==> src/adc_selftest_result_defs.svh <==
// register offsets, field positions, reset values and forced settings
`ifndef ADC_SELFTEST_RESULT_DEFS_SVH
`define ADC_SELFTEST_RESULT_DEFS_SVH
`define OFS_SELFTEST_SELECT  8'h00
`define OFS_SWITCH_SELFTEST_RESULT_MODE 8'h04
`define OFS_MEASURE_ENABLE   8'h08
`define OFS_BALANCE_ENABLE   8'h0c
`define OFS_SELFTEST_CONFIG  8'h10
`define OFS_SCAN_CONTROL     8'h14
`define OFS_SHORT_THRESHOLD  8'h18
`define OFS_LOW_THRESHOLD    8'h1c
`define OFS_HIGH_THRESHOLD   8'h20
`define OFS_FAULT_FLAGS      8'h24
`define OFS_SELFTEST_RESULT  8'h28
`define OFS_ACQ_CONTROL      8'h2c
`define OFS_EFFECTIVE_CONFIG 8'h30
`define REG_WORDS            6'd13
`define ALT_PATH_BIT         0
`define POLARITY_BIT         0
`define START_BIT            0
`define BUSY_BIT             0
`define COMPARE_EN_BIT       1
`define EFF_ALT_BIT          15
`define EFF_BIPOLAR_BIT      16
`define MEASURE_ENABLE_RST   15'h0000
`define BALANCE_ENABLE_RST   12'h000
`define THRESHOLD_RST        16'h0000
`define HIGH_THRESHOLD_RST   16'hffff
`define RESULT_RST           16'h0000
`define UPPER_MEAS_FORCE     3'h0
`define SHORT_SWITCH_FORCE   12'h000
`define ODD_SWITCH_SET       12'h555
`define EVEN_SWITCH_SET      12'haaa
`define SWITCH_COUNT         4'd12
`define RESP_OKAY            2'h0
`define RESP_SLVERR          2'h2
`endif

==> src/adc_selftest_result_pkg.sv <==
// types shared by the diagnostic sequencer and its comparator
package adc_selftest_result_pkg;
    typedef enum logic [2:0] {
        ST_NONE = 3'h0, ST_ALT_REF = 3'h1, ST_SUPPLY = 3'h2, ST_AMP_OFFSET = 3'h3,
        ST_ZERO_SCALE = 3'h4, ST_FULL_SCALE = 3'h5, ST_DIE_TEMP = 3'h6, ST_SPARE = 3'h7
    } selftest_sel_t;
    typedef enum logic [2:0] {
        SW_OFF = 3'h0, SW_SHORT = 3'h1, SW_OPEN = 3'h2, SW_SPARE3 = 3'h3,
        SW_SPARE4 = 3'h4, SW_SENSE_ODD = 3'h5, SW_SENSE_EVEN = 3'h6, SW_SPARE7 = 3'h7
    } switch_mode_t;
    typedef enum logic [1:0] {
        ACQ_IDLE = 2'b01,
        ACQ_BUSY = 2'b10
    } acq_state_t;
endpackage : adc_selftest_result_pkg

==> src/selftest_result_cmp_if.sv <==
// carrier between the sequencer and the switch fault comparator
`timescale 1ns/10ps
interface selftest_result_cmp_if;
    import adc_selftest_result_pkg::*;
    logic         sample_valid;
    logic [3:0]   sample_channel;
    logic [15:0]  sample_volts;
    switch_mode_t mode;
    logic [15:0]  short_thr;
    logic [15:0]  low_thr;
    logic [15:0]  high_thr;
    logic [11:0]  switch_enable;
    logic [11:0]  fault_set;
    modport src (output sample_valid, sample_channel, sample_volts, mode, short_thr,
                 low_thr, high_thr, switch_enable, input fault_set);
    modport chk (input sample_valid, sample_channel, sample_volts, mode, short_thr,
                 low_thr, high_thr, switch_enable, output fault_set);
endinterface : selftest_result_cmp_if

==> src/switch_fault_check.sv <==
// per-switch threshold comparison for the balancing switch diagnostics
`timescale 1ns/10ps
`include "adc_selftest_result_defs.svh"
module switch_fault_check
    import adc_selftest_result_pkg::*;
(
    input wire logic clk,
    input wire logic reset_n,
    selftest_result_cmp_if.chk  cmp
);
    logic [11:0] set_r;
    logic [11:0] set_nxt;
    logic        hit;

    // one-cycle set pulse for the switch the sample belongs to
    always_comb begin
        hit = 1'b0;
        unique case (cmp.mode)
            SW_SHORT: hit = cmp.sample_volts < cmp.short_thr;
            SW_OPEN: hit = cmp.switch_enable[cmp.sample_channel]
                           && (cmp.sample_volts > cmp.high_thr
                               || cmp.sample_volts < cmp.low_thr);
            SW_SENSE_ODD, SW_SENSE_EVEN: hit = cmp.sample_volts > cmp.high_thr
                                               || cmp.sample_volts < cmp.low_thr;
            default: hit = 1'b0; // off and spare codes compare nothing
        endcase
        set_nxt = 12'h000;
        // channels past the last switch carry no flag
        if (cmp.sample_valid && hit && cmp.sample_channel < `SWITCH_COUNT) begin
            set_nxt[cmp.sample_channel] = 1'b1;
        end
    end

    always_ff @(posedge clk) begin
        if (!reset_n) set_r <= 12'h000;
        else set_r <= set_nxt;
    end
    assign cmp.fault_set = set_r;

    property p_short_low;
        @(posedge clk) disable iff (!reset_n)
        cmp.sample_valid && cmp.mode == SW_SHORT && cmp.sample_channel < 4'd12
            && cmp.sample_volts < cmp.short_thr
            |=> cmp.fault_set == (12'h001 << $past(cmp.sample_channel));
    endproperty
    a_short_low: assert property (p_short_low) else $error("short fault not flagged");

    property p_open_window;
        @(posedge clk) disable iff (!reset_n)
        cmp.sample_valid && cmp.mode == SW_OPEN && cmp.sample_volts <= cmp.high_thr
            && cmp.sample_volts >= cmp.low_thr |=> cmp.fault_set == 12'h000;
    endproperty
    a_open_window: assert property (p_open_window) else $error("in-window open flagged");
endmodule : switch_fault_check

==> src/adc_and_balance_switch_diagnostics.sv <==
// ADC self-test and balancing switch diagnostic sequencer with AXI4-Lite registers
//
// How it works
// - select 1 measures the alternate reference; result captured while the acquisition is busy
// - select 2 converts scaled reference against thermistor bias reference
// - select 3 shorts amplifier inputs and forces bipolar for that measurement
// - amplifier offset test skips chopping so offset stays in result
// - select 4 forces bipolar and negative supply input, result 0000h
// - select 5 forces bipolar and positive supply input, result FFF0h
// - switch mode codes: 1 short, 2 open, 5 odd wire, 6 even wire
// - any nonzero switch mode forces alternate path; modes 1, 2, 5 and 6 enable comparisons
// - switch modes suppress over, under and mismatch alert comparisons
// - clearing switch mode restores every overridden setting automatically
// - short mode zeroes upper measure enables, all switches, sets alternate path
// - short mode flags a switch whose voltage is below short threshold
// - open mode forces bipolar, alternate path, mirrors switch enables
// - open mode flags enabled switch outside low and high thresholds
// - a violation sets the flag bit of that switch position
// - sense-wire modes close alternate switches and check both thresholds
//
// The implementer's own choices: register access over AXI4-Lite and the register offsets.
`timescale 1ns/10ps
`include "adc_selftest_result_defs.svh"
module adc_and_balance_switch_diagnostics
    import adc_selftest_result_pkg::*;
(
    input  wire logic        clk,
    input  wire logic        reset_n,
    input  wire logic [7:0]  s_axi_awaddr,
    input  wire logic        s_axi_awvalid,
    output logic             s_axi_awready,
    input  wire logic [31:0] s_axi_wdata,
    input  wire logic [3:0]  s_axi_wstrb,
    input  wire logic        s_axi_wvalid,
    output logic             s_axi_wready,
    output logic [1:0]       s_axi_bresp,
    output logic             s_axi_bvalid,
    input  wire logic        s_axi_bready,
    input  wire logic [7:0]  s_axi_araddr,
    input  wire logic        s_axi_arvalid,
    output logic             s_axi_arready,
    output logic [31:0]      s_axi_rdata,
    output logic [1:0]       s_axi_rresp,
    output logic             s_axi_rvalid,
    input  wire logic        s_axi_rready,
    output logic             acq_start,
    input  wire logic        acq_done,
    input  wire logic        sample_valid,
    input  wire logic [3:0]  sample_channel,
    input  wire logic [15:0] sample_volts,
    input  wire logic        selftest_result_valid,
    input  wire logic [15:0] selftest_result_data,
    output logic [14:0]      measure_enable_out,
    output logic [11:0]      switch_enable_out,
    output logic             alt_path_out,
    output logic             bipolar_out,
    output logic             alert_compare_enable,
    output selftest_sel_t    selftest_source,
    output logic             selftest_result_bipolar,
    output logic             amp_inputs_short,
    output logic             chop_skip
);
    selftest_result_cmp_if cmp ();

    // software-visible settings
    selftest_sel_t sel_r, sel_nxt;
    switch_mode_t  mode_r, mode_nxt;
    logic [14:0]   meas_r, meas_nxt;
    logic [11:0]   bal_r, bal_nxt;
    logic          alt_cfg_r, alt_cfg_nxt;
    logic          pol_cfg_r, pol_cfg_nxt;
    logic [15:0]   short_r, short_nxt;
    logic [15:0]   low_r, low_nxt;
    logic [15:0]   high_r, high_nxt;
    logic [11:0]   flags_r, flags_nxt;
    logic [15:0]   result_r, result_nxt;
    acq_state_t    state_r, state_nxt;
    // bus slave state
    logic          aw_held_r, aw_held_nxt;
    logic [7:0]    awaddr_r, awaddr_nxt;
    logic          w_held_r, w_held_nxt;
    logic [31:0]   wdata_r, wdata_nxt;
    logic [3:0]    wstrb_r, wstrb_nxt;
    logic          awready_nxt, wready_nxt, bvalid_nxt, arready_nxt, rvalid_nxt;
    logic [1:0]    bresp_nxt, rresp_nxt;
    logic [31:0]   rdata_nxt;
    logic          start_nxt;
    logic [31:0]   wmerge;
    logic [31:0]   wclr;
    logic [14:0]   eff_meas_nxt;
    logic [11:0]   eff_bal_nxt;
    logic          eff_alt_nxt, eff_pol_nxt;

    function automatic logic [31:0] apply_strb(input logic [31:0] old_v,
                                               input logic [31:0] new_v,
                                               input logic [3:0]  strb);
        logic [31:0] v;
        v = old_v;
        for (int i = 0; i < 4; i++) begin
            if (strb[i]) v[8*i +: 8] = new_v[8*i +: 8];
        end
        return v;
    endfunction : apply_strb

    function automatic logic is_mapped(input logic [7:0] a);
        return a[7:2] < `REG_WORDS;
    endfunction : is_mapped

    // read mux, also the base for byte-lane merges on write
    function automatic logic [31:0] rd_mux(input logic [7:0] a);
        logic [31:0] v;
        v = 32'h0;
        unique case ({a[7:2], 2'b00})
            `OFS_SELFTEST_SELECT:  v[2:0] = sel_r;
            `OFS_SWITCH_SELFTEST_RESULT_MODE: v[2:0] = mode_r;
            `OFS_MEASURE_ENABLE:   v[14:0] = meas_r;
            `OFS_BALANCE_ENABLE:   v[11:0] = bal_r;
            `OFS_SELFTEST_CONFIG:  v[`ALT_PATH_BIT] = alt_cfg_r;
            `OFS_SCAN_CONTROL:     v[`POLARITY_BIT] = pol_cfg_r;
            `OFS_SHORT_THRESHOLD:  v[15:0] = short_r;
            `OFS_LOW_THRESHOLD:    v[15:0] = low_r;
            `OFS_HIGH_THRESHOLD:   v[15:0] = high_r;
            `OFS_FAULT_FLAGS:      v[11:0] = flags_r;
            `OFS_SELFTEST_RESULT:  v[15:0] = result_r;
            `OFS_ACQ_CONTROL: begin
                v[`BUSY_BIT] = state_r == ACQ_BUSY;
                v[`COMPARE_EN_BIT] = alert_compare_enable;
            end
            `OFS_EFFECTIVE_CONFIG: begin
                v[14:0] = measure_enable_out;
                v[`EFF_ALT_BIT] = alt_path_out;
                v[`EFF_BIPOLAR_BIT] = bipolar_out;
            end
            default: v = 32'h0;
        endcase
        return v;
    endfunction : rd_mux

    // write data merged into the old word; clear mask for write-one-to-clear
    always_comb wmerge = apply_strb(rd_mux(awaddr_r), wdata_r, wstrb_r); // re-merges on reg change
    assign wclr = apply_strb(32'h0, wdata_r, wstrb_r);

    // write channel: address and data taken in either order, then one response
    always_comb begin
        sel_nxt = sel_r;
        mode_nxt = mode_r;
        meas_nxt = meas_r;
        bal_nxt = bal_r;
        alt_cfg_nxt = alt_cfg_r;
        pol_cfg_nxt = pol_cfg_r;
        short_nxt = short_r;
        low_nxt = low_r;
        high_nxt = high_r;
        start_nxt = 1'b0;
        aw_held_nxt = aw_held_r;
        awaddr_nxt = awaddr_r;
        w_held_nxt = w_held_r;
        wdata_nxt = wdata_r;
        wstrb_nxt = wstrb_r;
        bvalid_nxt = s_axi_bvalid && !s_axi_bready;
        bresp_nxt = s_axi_bresp;
        if (s_axi_awready && s_axi_awvalid) begin
            aw_held_nxt = 1'b1;
            awaddr_nxt = s_axi_awaddr;
        end
        if (s_axi_wready && s_axi_wvalid) begin
            w_held_nxt = 1'b1;
            wdata_nxt = s_axi_wdata;
            wstrb_nxt = s_axi_wstrb;
        end
        if (aw_held_r && w_held_r && !s_axi_bvalid) begin
            aw_held_nxt = 1'b0;
            w_held_nxt = 1'b0;
            bvalid_nxt = 1'b1;
            bresp_nxt = is_mapped(awaddr_r) ? `RESP_OKAY : `RESP_SLVERR;
            unique case ({awaddr_r[7:2], 2'b00})
                `OFS_SELFTEST_SELECT:  sel_nxt = selftest_sel_t'(wmerge[2:0]);
                `OFS_SWITCH_SELFTEST_RESULT_MODE: mode_nxt = switch_mode_t'(wmerge[2:0]);
                `OFS_MEASURE_ENABLE:   meas_nxt = wmerge[14:0];
                `OFS_BALANCE_ENABLE:   bal_nxt = wmerge[11:0];
                `OFS_SELFTEST_CONFIG:  alt_cfg_nxt = wmerge[`ALT_PATH_BIT];
                `OFS_SCAN_CONTROL:     pol_cfg_nxt = wmerge[`POLARITY_BIT];
                `OFS_SHORT_THRESHOLD:  short_nxt = wmerge[15:0];
                `OFS_LOW_THRESHOLD:    low_nxt = wmerge[15:0];
                `OFS_HIGH_THRESHOLD:   high_nxt = wmerge[15:0];
                // start is ignored while an acquisition runs
                `OFS_ACQ_CONTROL: start_nxt = wclr[`START_BIT] && state_r == ACQ_IDLE;
                default: start_nxt = 1'b0;
            endcase
        end
        awready_nxt = !aw_held_nxt && !bvalid_nxt;
        wready_nxt = !w_held_nxt && !bvalid_nxt;
    end

    // read channel: one read at a time, answer one cycle after the address
    always_comb begin
        rvalid_nxt = s_axi_rvalid && !s_axi_rready;
        rdata_nxt = s_axi_rdata;
        rresp_nxt = s_axi_rresp;
        if (s_axi_arready && s_axi_arvalid) begin
            rvalid_nxt = 1'b1;
            rdata_nxt = rd_mux(s_axi_araddr);
            rresp_nxt = is_mapped(s_axi_araddr) ? `RESP_OKAY : `RESP_SLVERR;
        end
        arready_nxt = !rvalid_nxt;
    end

    // acquisition, self-test capture and fault flags
    always_comb begin
        state_nxt = state_r;
        result_nxt = result_r;
        unique case (state_r)
            ACQ_IDLE: if (start_nxt) state_nxt = ACQ_BUSY;
            ACQ_BUSY: if (acq_done) state_nxt = ACQ_IDLE;
        endcase
        // no capture with select zero, so the last result stands
        if (state_r == ACQ_BUSY && selftest_result_valid && sel_r != ST_NONE) begin
            result_nxt = selftest_result_data;
        end
        flags_nxt = flags_r;
        if (aw_held_r && w_held_r && !s_axi_bvalid
            && {awaddr_r[7:2], 2'b00} == `OFS_FAULT_FLAGS) begin
            flags_nxt = flags_r & ~wclr[11:0];
        end
        // a fault in the clearing cycle survives the clear
        flags_nxt = flags_nxt | cmp.fault_set;
    end

    // overrides are computed from untouched user settings, so clearing restores them
    always_comb begin
        eff_meas_nxt = meas_r;
        eff_bal_nxt = bal_r;
        eff_alt_nxt = mode_r != SW_OFF ? 1'b1 : alt_cfg_r;
        eff_pol_nxt = pol_cfg_r;
        unique case (mode_r)
            SW_SHORT: begin
                eff_meas_nxt[14:12] = `UPPER_MEAS_FORCE;
                eff_bal_nxt = `SHORT_SWITCH_FORCE;
            end
            SW_OPEN: begin
                eff_meas_nxt = {`UPPER_MEAS_FORCE, bal_r};
                eff_pol_nxt = 1'b1;
            end
            SW_SENSE_ODD: eff_bal_nxt = `ODD_SWITCH_SET;
            SW_SENSE_EVEN: eff_bal_nxt = `EVEN_SWITCH_SET;
            default: eff_bal_nxt = bal_r;
        endcase
    end

    always_ff @(posedge clk) begin
        if (!reset_n) begin
            sel_r <= ST_NONE;
            mode_r <= SW_OFF;
            meas_r <= `MEASURE_ENABLE_RST;
            bal_r <= `BALANCE_ENABLE_RST;
            alt_cfg_r <= 1'b0;
            pol_cfg_r <= 1'b0;
            short_r <= `THRESHOLD_RST;
            low_r <= `THRESHOLD_RST;
            high_r <= `HIGH_THRESHOLD_RST;
            flags_r <= 12'h000;
            result_r <= `RESULT_RST;
            state_r <= ACQ_IDLE;
            aw_held_r <= 1'b0;
            awaddr_r <= 8'h00;
            w_held_r <= 1'b0;
            wdata_r <= 32'h0;
            wstrb_r <= 4'h0;
            s_axi_awready <= 1'b0;
            s_axi_wready <= 1'b0;
            s_axi_bvalid <= 1'b0;
            s_axi_bresp <= `RESP_OKAY;
            s_axi_arready <= 1'b0;
            s_axi_rvalid <= 1'b0;
            s_axi_rdata <= 32'h0;
            s_axi_rresp <= `RESP_OKAY;
            acq_start <= 1'b0;
            measure_enable_out <= `MEASURE_ENABLE_RST;
            switch_enable_out <= `BALANCE_ENABLE_RST;
            alt_path_out <= 1'b0;
            bipolar_out <= 1'b0;
            alert_compare_enable <= 1'b1;
            selftest_source <= ST_NONE;
            selftest_result_bipolar <= 1'b0;
            amp_inputs_short <= 1'b0;
            chop_skip <= 1'b0;
        end else begin
            sel_r <= sel_nxt;
            mode_r <= mode_nxt;
            meas_r <= meas_nxt;
            bal_r <= bal_nxt;
            alt_cfg_r <= alt_cfg_nxt;
            pol_cfg_r <= pol_cfg_nxt;
            short_r <= short_nxt;
            low_r <= low_nxt;
            high_r <= high_nxt;
            flags_r <= flags_nxt;
            result_r <= result_nxt;
            state_r <= state_nxt;
            aw_held_r <= aw_held_nxt;
            awaddr_r <= awaddr_nxt;
            w_held_r <= w_held_nxt;
            wdata_r <= wdata_nxt;
            wstrb_r <= wstrb_nxt;
            s_axi_awready <= awready_nxt;
            s_axi_wready <= wready_nxt;
            s_axi_bvalid <= bvalid_nxt;
            s_axi_bresp <= bresp_nxt;
            s_axi_arready <= arready_nxt;
            s_axi_rvalid <= rvalid_nxt;
            s_axi_rdata <= rdata_nxt;
            s_axi_rresp <= rresp_nxt;
            acq_start <= start_nxt;
            measure_enable_out <= eff_meas_nxt;
            switch_enable_out <= eff_bal_nxt;
            alt_path_out <= eff_alt_nxt;
            bipolar_out <= eff_pol_nxt;
            alert_compare_enable <= mode_r == SW_OFF;
            selftest_source <= sel_r;
            selftest_result_bipolar <= sel_r inside {ST_AMP_OFFSET, ST_ZERO_SCALE, ST_FULL_SCALE};
            amp_inputs_short <= sel_r == ST_AMP_OFFSET;
            chop_skip <= sel_r == ST_AMP_OFFSET;
        end
    end

    // comparator sees samples only during a host-started acquisition
    assign cmp.sample_valid = sample_valid && state_r == ACQ_BUSY;
    assign cmp.sample_channel = sample_channel;
    assign cmp.sample_volts = sample_volts;
    assign cmp.mode = mode_r;
    assign cmp.short_thr = short_r;
    assign cmp.low_thr = low_r;
    assign cmp.high_thr = high_r;
    assign cmp.switch_enable = bal_r;

    switch_fault_check u_check (
        .clk     (clk),
        .reset_n (reset_n),
        .cmp     (cmp)
    );

    property p_alt_forced;
        @(posedge clk) disable iff (!reset_n) mode_r != SW_OFF |=> alt_path_out;
    endproperty
    a_alt_forced: assert property (p_alt_forced) else $error("alt path not forced");

    property p_alert_off;
        @(posedge clk) disable iff (!reset_n)
        mode_r != SW_OFF |=> !alert_compare_enable ##1 (mode_r == SW_OFF || !alert_compare_enable);
    endproperty
    a_alert_off: assert property (p_alert_off) else $error("alerts not suppressed");

    property p_short_cfg;
        @(posedge clk) disable iff (!reset_n)
        mode_r == SW_SHORT |=> switch_enable_out == 12'h000 && measure_enable_out[14:12] == 3'h0;
    endproperty
    a_short_cfg: assert property (p_short_cfg) else $error("short override wrong");

    property p_open_cfg;
        @(posedge clk) disable iff (!reset_n)
        mode_r == SW_OPEN |=> measure_enable_out == {3'h0, $past(bal_r)} && bipolar_out;
    endproperty
    a_open_cfg: assert property (p_open_cfg) else $error("open override wrong");

    property p_restore;
        @(posedge clk) disable iff (!reset_n)
        mode_r != SW_OFF ##1 mode_r == SW_OFF |=> measure_enable_out == $past(meas_r)
            && switch_enable_out == $past(bal_r) && alt_path_out == $past(alt_cfg_r);
    endproperty
    a_restore: assert property (p_restore) else $error("settings not restored");

    property p_sense_odd;
        @(posedge clk) disable iff (!reset_n) mode_r == SW_SENSE_ODD |=> switch_enable_out == 12'h555;
    endproperty
    a_sense_odd: assert property (p_sense_odd) else $error("odd switches not closed");

    property p_capture;
        @(posedge clk) disable iff (!reset_n)
        state_r == ACQ_BUSY && selftest_result_valid && sel_r != ST_NONE |=> result_r == $past(selftest_result_data);
    endproperty
    a_capture: assert property (p_capture) else $error("self-test result lost");

    property p_hold;
        @(posedge clk) disable iff (!reset_n) sel_r == ST_NONE |=> $stable(result_r);
    endproperty
    a_hold: assert property (p_hold) else $error("result changed without self-test");

    property p_amp;
        @(posedge clk) disable iff (!reset_n)
        sel_r == ST_AMP_OFFSET |=> amp_inputs_short && chop_skip && selftest_result_bipolar;
    endproperty
    a_amp: assert property (p_amp) else $error("offset test setup wrong");

    property p_flag_kept;
        @(posedge clk) disable iff (!reset_n)
        cmp.fault_set != 12'h000 |=> (flags_r & $past(cmp.fault_set)) == $past(cmp.fault_set);
    endproperty
    a_flag_kept: assert property (p_flag_kept) else $error("fault flag lost");
endmodule : adc_and_balance_switch_diagnostics

==> config.mk <==
export PLATFORM = sky130hd
export DESIGN_NAME = adc_and_balance_switch_diagnostics
export DESIGN_NICKNAME = d
export VERILOG_FILES = /design/src/adc_selftest_result_pkg.sv /design/src/selftest_result_cmp_if.sv /design/src/switch_fault_check.sv /design/src/adc_and_balance_switch_diagnostics.sv
export VERILOG_INCLUDE_DIRS = /design/src
export SDC_FILE = /design/constraint.sdc
export NUM_CORES = 1
export LEC_CHECK = 0
export ABC_AREA = 1
export BUFFER_PORTS_ARGS = -buffer_cell sky130_fd_sc_hd__buf_2
export CAP_MARGIN = 20
export CORE_MARGIN = 5
export CORE_UTILIZATION = 52
export CTS_CLUSTER_SIZE = 24
export DETAILED_ROUTE_END_ITERATION = 6
export PLACE_DENSITY = 0.81
export RECOVER_POWER = 100
export SYNTH_ARGS = -nofsm -noshare
export SYNTH_HDL_FRONTEND = slang
export SYNTH_HIERARCHICAL = 1
export SYNTH_SLANG_ARGS = --single-unit
==> constraint.sdc <==
create_clock -name clk -period 1.5 [get_ports clk]
set_input_delay 0.225 -clock clk [delete_from_list [all_inputs] [get_ports clk]]
set_output_delay 0.225 -clock clk [all_outputs]
set_load 0.005 [all_outputs]
## After elaboration in Yosys (flattened, before gate mapping)

Cells that the tools add are included.

| word-level totals | value |
|---|---|
| register bits | 215 |
| bits of input ports | 98 |
| output and inout port bits | 78 |
| logic and storage cells | 168 |

| operators by class | value |
|---|---|
| order comparisons | 8 |
| eq/ne operators | 35 |
| muxes and demuxes | 40 |
| bitwise operators | 4 |
| reduce and logical (&&, ||, !) cells | 45 |

Operators with widths:

| cell | count |
|---|---|
| $pmux W9 S8 | 2 |
| $eq A6 B4 Y1 const B | 10 |
| $eq A6 B3 Y1 const B | 8 |
| $pmux W12 S3 | 1 |
| $pmux W3 S6 | 2 |
| $lt A16 B16 Y1 | 2 |
| $eq A6 B2 Y1 const B | 4 |
| $mux W12 | 2 |
| $mux W8 | 3 |
| $pmux W1 S11 | 2 |
| $reduce_and A2 Y1 | 11 |
| $pmux W1 S10 | 2 |
| $logic_and A1 B1 Y1 | 18 |
| $gt A16 B16 Y1 | 1 |
| $mux W1 | 13 |
| $pmux W1 S13 | 1 |
| $and A12 B12 Y12 | 1 |
| $eq A3 B3 Y1 const B | 4 |
| $eq A6 B1 Y1 const B | 2 |
| $logic_not A6 Y1 | 2 |
| $lt A6 B4 Y1 const B | 2 |
| $not A12 Y12 | 1 |
| $or A12 B12 Y12 | 1 |
| $pmux W1 S5 | 2 |
| 22 further kinds | 35 |

## Depth between registers and ports, before layout

Gate-level depths: netlist of run 1.

| logic depth | value |
|---|---|
| depth after elaboration | 7 |
| gate-level depth with buffers | 18 |
| depth with buffers taken out | 17 |

## Hierarchy

Netlist of run 1, hierarchy kept.

By module, submodules not included:

| module | instances | cells an instance | area each (µm²) | seq. area each (µm²) |
|---|---|---|---|---|
| adc_and_balance_switch_diagnostics | 1 | 1,425 | 9,604.2 | 3,983.8 |
| switch_fault_check | 1 | 283 | 1,810.5 | 240.2 |

## Worst setup path before layout of run 1

Ideal clock, no wire load.

| timing | value |
|---|---|
| kind | register to register |
| start | register high_r[7] (netlist: cmp.high_thr[7]) |
| end | register u_check.set_r[10] (netlist: u_check/cmp.fault_set[10]) |
| setup time | 0.112 ns |
| arrival | 1.516 ns |
| data required time | 1.388 ns |
| path slack | -0.129 ns |
| stages on the path, launching flop included | 15 |
| path buffers | 1 |
| clock period less this slack | 1.629 ns |
| cell sequence | dfxtp_1 -> inv_1 -> ha_1 -> a21o_1 -> nor2_1 -> nand2_1 -> nand2_1 -> nand2_1 -> nand2_1 -> nand2_1 -> nand2_1 -> nand2_1 -> nand2_2 -> buf_6 -> nor2_2 |

| between the ends | value |
|---|---|
| longest elaborated chain between the ends | 7 |

RTL lines:

| what | line | source |
|---|---|---|
| start, declared | adc_and_balance_switch_diagnostics.sv:74 | `logic [15:0] high_r, high_nxt;` |
| start signal, assigned | adc_and_balance_switch_diagnostics.sv:260 | `` high_r <= `HIGH_THRESHOLD_RST; `` |
| start signal, assigned | adc_and_balance_switch_diagnostics.sv:296 | `high_r <= high_nxt;` |
| $gt A16 B16 Y1 * | switch_fault_check.sv:21, switch_fault_check.sv:23 |  |
| $logic_or A1 B1 Y1 * | switch_fault_check.sv:22, switch_fault_check.sv:24 |  |
| $logic_and A1 B1 Y1 | switch_fault_check.sv:21 | `&& (cmp.sample_volts > cmp.high_thr` |
| $pmux W1 S3 * | switch_fault_check.sv:18 | `unique case (cmp.mode)` |
| $logic_and A1 B1 Y1 * | switch_fault_check.sv:29 | `` if (cmp.sample_valid && hit && cmp.sample_channel < `SWITCH_COUNT) begin `` |
| $logic_and A1 B1 Y1 (no line) * | - |  |
| $reduce_and A2 Y1 (no line) * | - |  |
| end signal, assigned | switch_fault_check.sv:36 | `else set_r <= set_nxt;` |
| end, declared | switch_fault_check.sv:11 | `logic [11:0] set_r;` |

Mark *: on every way between the ends. The rest lies on a longest branch, timed or not.
A chain may end at the register's enable or synchronous reset.

## Final worst setup path of run 1

| timing | value |
|---|---|
| start | register awaddr_r[3] |
| end | register short_r[1] (netlist: cmp.short_thr[1]) |

| between the ends | value |
|---|---|
| longest elaborated chain between the ends | 3 |
| elaborated cells between the ends (all ways) | 14 |
| classes of those cells | eq/ne: 10; mux: 2; reduce/logical: 2 |

RTL lines:

| what | line | source |
|---|---|---|
| start, declared | adc_and_balance_switch_diagnostics.sv:80 | `logic [7:0] awaddr_r, awaddr_nxt;` |
| start signal, assigned | adc_and_balance_switch_diagnostics.sv:301 | `awaddr_r <= awaddr_nxt;` |
| $eq A6 B4 Y1 (tied with other cells) | adc_and_balance_switch_diagnostics.sv:113 | `unique case ({a[7:2], 2'b00})` |
| $pmux W1 S11 | adc_and_balance_switch_diagnostics.sv:113 |  |
| $mux W8 | adc_and_balance_switch_diagnostics.sv:100 | `if (strb[i]) v[8*i +: 8] = new_v[8*i +: 8];` |
| end signal, assigned | adc_and_balance_switch_diagnostics.sv:258 | `` short_r <= `THRESHOLD_RST; `` |
| end signal, assigned | adc_and_balance_switch_diagnostics.sv:294 | `short_r <= short_nxt;` |
| end, declared | adc_and_balance_switch_diagnostics.sv:72 | `logic [15:0] short_r, short_nxt;` |

Parallel ways exist; a longest one is shown, timed or not.

==> results of run 1 <==
cell families (layout without fill, tap and decap cells):
group	after synthesis	in the layout	synth area share, %
AO/OA/AOI/OAI	402	402	18.49
adder cells (fa/ha/maj)	48	48	5.261
buffers and inverters	367	723	13.26
flip-flops	211	211	37.01
other	1	17	0.03285
AND/OR/NAND/NOR	679	681	25.95
layout make-up:
type	instances	area (um^2)	area share, %
Clock buffer	33	673.1	4.059
Clock inverter	8	75.07	0.4527
Inverter	283	1096	6.609
Multi-Input combinational cell	1148	7000	42.21
Sequential cell	211	4273	25.76
Tap cell	280	350.3	2.112
Timing Repair Buffer	398	3109	18.75
Timing Repair inverter	1	7.507	0.04527
sequential cells by signal, indices dropped and copies added (netlist names), 2 cells and up:
name and count:
wdata_r 16, flags_r 12, u_check/cmp.fault_set 12, state_r 2, bal_r 12, cmp.high_thr 16, awaddr_r 6, cmp.mode 3
sel_r 3, result_r 16, switch_enable_out 12, s_axi_rdata 17, cmp.low_thr 16, measure_enable_out 15, meas_r 15, selftest_source 3
cmp.short_thr 16, wstrb_r 2
stage by stage:
step,instance area (um^2),setup slack (ns),hold WS [ns]
4_1_cts,15830,-0.2759,0.0002348
3_3_place_gp,13700,-0.3521,0.4227
3_5_place_dp,13700,-0.3651,0.4275
2_1_floorplan,11500,-0.07387,0.3719
6_report,16580,-0.4213,0.008548
5_1_grt,16580,-0.4783,0.02435
cells in the mapped netlist, types with 4 or more instances:
cell and instances:
sky130_fd_sc_hd__nand2_1 344, sky130_fd_sc_hd__nor2_4 12, sky130_fd_sc_hd__nor2_1 164, sky130_fd_sc_hd__a22oi_1 5, sky130_fd_sc_hd__o21ai_1 20, sky130_fd_sc_hd__ha_1 48, sky130_fd_sc_hd__buf_6 4, sky130_fd_sc_hd__nor3_1 12
sky130_fd_sc_hd__nand2_2 16, sky130_fd_sc_hd__nand3_1 101, sky130_fd_sc_hd__a21oi_1 195, sky130_fd_sc_hd__inv_2 16, sky130_fd_sc_hd__inv_1 266, sky130_fd_sc_hd__clkbuf_1 39, sky130_fd_sc_hd__o22ai_1 39, sky130_fd_sc_hd__buf_2 16
sky130_fd_sc_hd__dfxtp_1 211, sky130_fd_sc_hd__nand4_1 5, sky130_fd_sc_hd__o21ai_0 130, sky130_fd_sc_hd__nor2_2 16, sky130_fd_sc_hd__buf_4 23
routing by layer:
layer	share of wire (%)	wire length (um)
met5	0	0
met1	39	18570
met2	44	21070
met4	5.6	2680
met3	11	5309
worst max-delay path: cells and delay by family (launching register included):
kind | cells | cell delay (ns)
buf+inv | 3 | 0.28
flops | 1 | 0.39
simple gates | 10 | 1.16
how the worst max path moves through the flow:
stage,startpoint,to,slack (ns),depth (start not counted)
5_1_grt,awaddr_r[4]$_SDFFE_PN0P_,cmp.short_thr[1]$_SDFFE_PN0P_,-0.48,13
4_1_cts,cmp.high_thr[10]$_SDFFE_PN1P_,u_check/cmp.fault_set[8]$_SDFF_PN0_,-0.28,13
2_1_floorplan,cmp.high_thr[5]$_SDFFE_PN1P_,u_check/cmp.fault_set[10]$_SDFF_PN0_,-0.07,15
3_3_place_gp,cmp.short_thr[5]$_SDFFE_PN0P_,u_check/cmp.fault_set[3]$_SDFF_PN0_,-0.35,12
6_report,awaddr_r[3]$_SDFFE_PN0P_,cmp.short_thr[1]$_SDFFE_PN0P_,-0.42,13
3_5_place_dp,sample_volts[3],u_check/cmp.fault_set[0]$_SDFF_PN0_,-0.37,13
where the power goes:
part / internal (uW) / switching [uW] / leakage (uW)
clock: 3290 / 2390 / 0.000369
sequential: 5690 / 72.8 / 0.00171
combinational: 786 / 1200 / 0.00519
total: 9770 / 3660 / 0.00726
timing repair:
item / CTS / global route
endpoints found under the hold margin: 25 / 0
hold buffers: 25 / 0
gates cloned: 6 / 4
setup endpoints to repair: 110 / 111
gates resized for setup: 226 / 180
pin swaps: 58 / 76
buffers inserted: 21 / 23
==> PnR_summary.wiki, run 1 <==
{| class="wikitable"
! Metric !! Value
|-
| Violations in the final reports || negative setup slack
|-
| Maximum clock path buffer count || 3
|-
| WL/cell || 20.16 um
|-
| Initial detailed-routing violation count || 1734
|-
| Starting utilization of the core area || 52.63%
|-
| Depth of the worst register-to-register path || 13
|-
| Clock-pin slew on the worst setup and hold paths || 0.06 ns
|-
| Slew of the pin with the lowest slew margin || 0.6282 ns
|-
| Final Skew || 0.01480 ns
|-
| Final Wtd Congestion || 0.9994
|-
| Total overflow reported by the global router || 0
|-
| Hold/Removal Path Class || in -> reg
|-
| Met1 Use GR || 46.73%
|-
| Grt peak-use layer || met2
|-
| Cell area power density || 809.8 nW/um^2
|-
| Maximum capacitance violations || 0
|-
| Count of endpoints failing setup in the final report || 122
|-
| Cts bufs inserted || 23
|-
| Most frequent standard cell in the layout excluding fill and tap cells || sky130_fd_sc_hd__nand2_1
|-
| Worst supply voltage drop on vdd || 0.0009955 V
|-
| Area growth, synth to finish || 45.29%
|-
| Total power after layout || 13430 uW
|-
| Count of clock tree sinks || 211
|-
| Routed via count || 13440
|-
| Required arrival time at the worst endpoint || 1.96 ns
|-
| Mean instance size in the synthesized netlist || 6.683 um^2
|-
| Hold-critical path depth || 3
|-
| Final wirelength || 47.62 mm
|-
| Critical register-to-register path endpoint || cmp.short_thr[1]$_SDFFE_PN0P_
|-
| Met2 track demand over resource || 56.65%
|-
| Vertical extent of the die || 158.2 um
|-
| Category of the worst setup path capture point || register
|-
| Cell with the largest stage delay on the worst path || sky130_fd_sc_hd__dfxtp_4
|-
| Startpoint of the worst hold path || selftest_result_data[7]
|-
| Top area cells in the synthesized netlist || sky130_fd_sc_hd__dfxtp_1 37%, sky130_fd_sc_hd__nand2_1 11%, sky130_fd_sc_hd__inv_1 8.7%
|-
| Number of synthesized flops with an enable pin || 0
|-
| Boundary Pins || 176
|-
| Sequential area share after synthesis || 37.01%
|-
| DRC violation count after routing || 0
|-
| Worst-skew pair later-pin latency || 0.52 ns
|-
| Arr. time, crit path || 2.38 ns
|-
| Clk Tree Root Cell || sky130_fd_sc_hd__clkbuf_16
|-
| #FFs+latches synth || 211
|-
| Largest area contributor in the netlist || sky130_fd_sc_hd__dfxtp_1
|-
| Period Utilization, post-route || 128.1%
|-
| Filler Cells Inserted || 1611
|-
| Netlist Area Pre-Place || 11410 um^2
|-
| Final period demand of the worst path || 1.921 ns
|-
| TritonCTS clock tree || done
|-
| Worst R2R Setup Slack || -0.42 ns
|-
| Number of global-route vias before repair || 12750
|-
| H-tree levels || 1
|-
| Number of warnings reported in the yosys synthesis log || 6
|-
| Placeable core region || 21690 um^2
|-
| Max transition margin || 58.02%
|-
| Final-layout setup total negative slack || -31.24 ns
|-
| Hold Fails Final Rpt || 0
|-
| Placement row count || 54
|-
| Area enclosed by the die boundary || 25010 um^2
|-
| Number of antenna violations at the first check in global routing || 0
|-
| Type of the setup path with the least slack || reg -> reg
|-
| Worst path cell trace || inv_4, nor2_4, buf_4, nand2_4, nor2_4, nand2_1, nand2_1, nor2_1, nand3_1, nand2_4, nand3_2, nand2_1, inv_1
|-
| Setup ws final || -0.4213 ns
|-
| Count of input and output buffers || 136
|-
| Yosys cell types || 40
|-
| Commonest non-fill, non-tap cells in the layout || 283 x sky130_fd_sc_hd__nand2_1, 251 x sky130_fd_sc_hd__inv_1, 180 x sky130_fd_sc_hd__dfxtp_1
|-
| Proportion of synthesized flip-flops having asynchronous set or reset || 0%
|-
| Worst-path maximum fanout || 7
|-
| Longest individual stage delay on the worst path || 0.39 ns
|-
| Max Clk Rate || 520.5 MHz
|-
| Portion of synthesized cell area occupied by the leading cell type || 37.01%
|-
| Met3 routing resource usage after global routing || 7.436%
|-
| Hold Path Sink || result_r[7]$_SDFFE_PN0P_
|-
| Maximum number of pins on one net before global-route repair || 51
|-
| Via density || 5.692
|-
| Diodes inserted || 0
|-
| Inst Count DP || 2247
|-
| Dominant synthesized flop cell || sky130_fd_sc_hd__dfxtp_1
|-
| Total routing usage reported by global routing || 35.23%
|-
| Detailed-placement wirelength estimate || 33.05 mm
|-
| Global-route wire length before repair || 68.94 mm
|-
| X dimension of the die || 158.2 um
|-
| Number of pins with negative max-slew slack in the final report || 0
|-
| Post-Route Utilization || 76.47%
|-
| Critical path startpoint category || register
|-
| Detailed-router iteration count before antenna repair || 6
|-
| Nets || 2212
|-
| Count of antenna-violating nets left after detailed routing || 0
|-
| Status || finished, violations left
|-
| Leakage dissipation || 0.007265 uW
|-
| Cell Count, Final, Fillers Out || 2362
|-
| Cell count after synthesis || 1708
|-
| Fraction of final layout cells sized beyond drive strength 1 || 33.81%
|-
| Setup repair after global routing missed its margin || true
|-
| Cell repeated most along the worst path || sky130_fd_sc_hd__nand2_1
|-
| Beginning of the worst register-to-register path || awaddr_r[3]$_SDFFE_PN0P_
|}
Power figures use the tool's default switching activity.
==> run 2: changes to the inputs <==
==> constraint.sdc (replaced) <==
create_clock -name clk -period 1.5 [get_ports clk]
set_input_delay 0.225 -clock clk [delete_from_list [all_inputs] [get_ports clk]]
set_output_delay 0.225 -clock clk [all_outputs]
set_load 0.01 [all_outputs]
==> run 2 against run 1 <==
Effect of this change:
- the run still ends with negative setup slack left
- sequential share of layout area barely moved
- critical path depth rose by 4
- maximum frequency rose by 3.1%
- utilization rose by 0.18 points
- sequential power barely moved
- count of clock-buffer cells in the layout fell by 1
- clock power fell by 3%
- via count fell by 0.70%
- final cell count barely moved
- highest routed layer unchanged
==> PnR_summary.wiki, run 2 (synthesized netlist as in run 1, its figures left out) <==
{| class="wikitable"
! Metric !! Value
|-
| Status || finished, violations left
|-
| Violations in the final reports || negative setup slack
|-
| Detailed-router iteration count before antenna repair || 6
|-
| DP Worst Slack || -0.4576 ns
|-
| X dimension of the die || 158.2 um
|-
| Number of global-route vias before repair || 13290
|-
| Max Clk Rate || 536.7 MHz
|-
| Starting utilization of the core area || 52.63%
|-
| Final Wtd Congestion || 1.007
|-
| Routed via count || 13350
|-
| Worst-skew pair later-pin latency || 0.53 ns
|-
| Fraction of final layout cells sized beyond drive strength 1 || 33.11%
|-
| Count of endpoints failing setup in the final report || 115
|-
| Maximum clock path buffer count || 3
|-
| Initial detailed-routing violation count || 1280
|-
| Total routing usage reported by global routing || 36.90%
|-
| Area growth, synth to finish || 45.64%
|-
| Final-layout setup total negative slack || -25.16 ns
|-
| Period Utilization, post-route || 124.2%
|-
| Post-Route Utilization || 76.65%
|-
| Setup repair after global routing missed its margin || true
|-
| Cell repeated most along the worst path || sky130_fd_sc_hd__nand2_1
|-
| H-tree levels || 1
|-
| Count of input and output buffers || 136
|-
| Worst-case hold slack || 0.007435 ns
|-
| Detailed-placement wirelength estimate || 32.99 mm
|-
| Boundary Pins || 176
|-
| TritonCTS clock tree || done
|-
| Commonest non-fill, non-tap cells in the layout || 275 x sky130_fd_sc_hd__nand2_1, 249 x sky130_fd_sc_hd__inv_1, 182 x sky130_fd_sc_hd__dfxtp_1
|-
| Register with the most flip-flops || s_axi_rdata
|-
| Required arrival time at the worst endpoint || 1.97 ns
|-
| Hold/Removal Path Class || in -> reg
|-
| Count of antenna-violating nets left after detailed routing || 0
|-
| Arr. time, crit path || 2.33 ns
|-
| Number of antenna violations at the first check in global routing || 0
|-
| Number of pins with negative max-slew slack in the final report || 0
|-
| Comb pwr share || 15.6%
|-
| Worst-path maximum fanout || 8
|-
| WL/cell || 20.18 um
|-
| Switching power || 3726 uW
|-
| Placement row count || 54
|-
| Worst supply voltage drop on vdd || 0.0008715 V
|-
| Maximum capacitance violations || 0
|-
| Inst Count DP || 2242
|-
| Total overflow reported by the global router || 0
|-
| Worst R2R Setup Slack || -0.36 ns
|-
| Critical path startpoint category || register
|-
| Setup ws final || -0.3633 ns
|-
| Cts bufs inserted || 23
|-
| Max transition margin || 59.75%
|-
| Final period demand of the worst path || 1.863 ns
|-
| Type of the setup path with the least slack || reg -> reg
|-
| Global-route wire length before repair || 71.94 mm
|-
| Clock-pin slew on the worst setup and hold paths || 0.06 ns
|-
| Slew of the pin with the lowest slew margin || 0.6023 ns
|-
| Count of clock tree sinks || 211
|-
| Cell Count, Final, Fillers Out || 2361
|-
| DRC violation count after routing || 0
|-
| Sequential share of power || 43.1%
|-
| Maximum number of pins on one net before global-route repair || 55
|-
| Portion of total power attributed to the clock network || 41.4%
|-
| Via density || 5.654
|-
| Max reg flops || 17
|-
| Clk Tree Root Cell || sky130_fd_sc_hd__clkbuf_16
|-
| Leakage dissipation || 0.007168 uW
|-
| Fraction of power spent switching nets || 27.90%
|-
| Diodes inserted || 0
|-
| Longest individual stage delay on the worst path || 0.38 ns
|-
| Most frequent standard cell in the layout excluding fill and tap cells || sky130_fd_sc_hd__nand2_1
|-
| Vertical extent of the die || 158.2 um
|-
| Area enclosed by the die boundary || 25010 um^2
|-
| Final wirelength || 47.65 mm
|-
| Placeable core region || 21690 um^2
|-
| Nets || 2210
|-
| Worst path cell trace || inv_4, ha_4, nand2_2, inv_1, nand2_1, nand2_2, nand2_1, nand2_1, nand2_1, nand2_1, nand2_1, nand2_2, nand2_2, nand2_2, nand2_4, buf_12, nor2_4
|-
| Hold Fails Final Rpt || 0
|-
| Cell area power density || 803.4 nW/um^2
|-
| Final Skew || 0.01218 ns
|-
| Cell with the largest stage delay on the worst path || sky130_fd_sc_hd__dfxtp_4
|-
| Category of the worst setup path capture point || register
|-
| Int Pwr || 9630 uW
|-
| Filler Cells Inserted || 1585
|}
## run 2: cell count changes in the layout (fill, tap and decap cells not counted), sizes merged
cell         change
clkbuf          +13
clkinvlp         -1
inv              +4
dlygate4sd3     +10
buf             -27
## run 2: what timing repair did
item | CTS | global route
setup buffers | 27 | 12
endpoints found under the setup margin | 111 | 115
resized for setup | 310 | 130
hold buffers | 35 | 0
pin swaps | 84 | 81
cloned | 10 | 0
hold endpoints to repair | 36 | 0
## run 2: final timing paths
| check | from | end | depth (start not counted) |
|---|---|---|---|
| setup / recovery | cmp.high_thr[3]$_SDFFE_PN1P_ | u_check/cmp.fault_set[10]$_SDFF_PN0_ | 17 |
| hold reg to reg | w_held_r$_SDFF_PN0_ | s_axi_wready$_SDFF_PN0_ | 1 |
| setup reg to reg | cmp.high_thr[3]$_SDFFE_PN1P_ | u_check/cmp.fault_set[10]$_SDFF_PN0_ | 17 |
| hold / removal | s_axi_awaddr[4] | awaddr_r[4]$_SDFFE_PN0P_ | 3 |
## run 2: area by class of cell
cell class              count  area [um^2]  share of cell area (%)
clock buffers              32        629.4                   3.786
well taps                 280        350.3                   2.107
inverters                 283         1097                   6.600
multi-input cells        1148         7134                   42.91
repair buffers            395         3035                   18.26
clock inverters            10        90.09                  0.5419
flip-flops and latches    211         4275                   25.72
repair inverters            2        12.51                 0.07526
## run 2: power groups by stage
| stage | Sequential [uW] | Combinational (uW) | Clock (uW) |
|---|---|---|---|
| global placement | 5870 | 1360 | 0 |
| CTS | 5750 | 1850 | 5530 |
| detailed placement | 5870 | 1390 | 0 |
| global route | 5760 | 2200 | 5770 |
| floorplan | 5870 | 774 | 0 |
| finish | 5750 | 2080 | 5520 |
## run 2: metal layers
metal	vias to the layer above	GRT usage (%)	wire, um
met4	0	17.22	2573
met3	205	9.869	5526
met2	814	58.47	21420
li1	6171	-	-
met1	6160	46.91	18120
met5	-	0	0
## run 2: critical path, delay by kind of cell, from the launching register on
family / cells / cell delay (ns)
flops: 1 / 0.38
buf+inv: 3 / 0.23
simple gates: 13 / 0.91
fa+ha+maj: 1 / 0.28
## run 2: metrics by stage
stage	instance area [um^2]	power [uW]
after floorplan	11500	6648
after global placement	13640	7231
after detailed placement	13640	7260
after CTS	16230	13130
after global routing	16620	13730
final	16620	13360
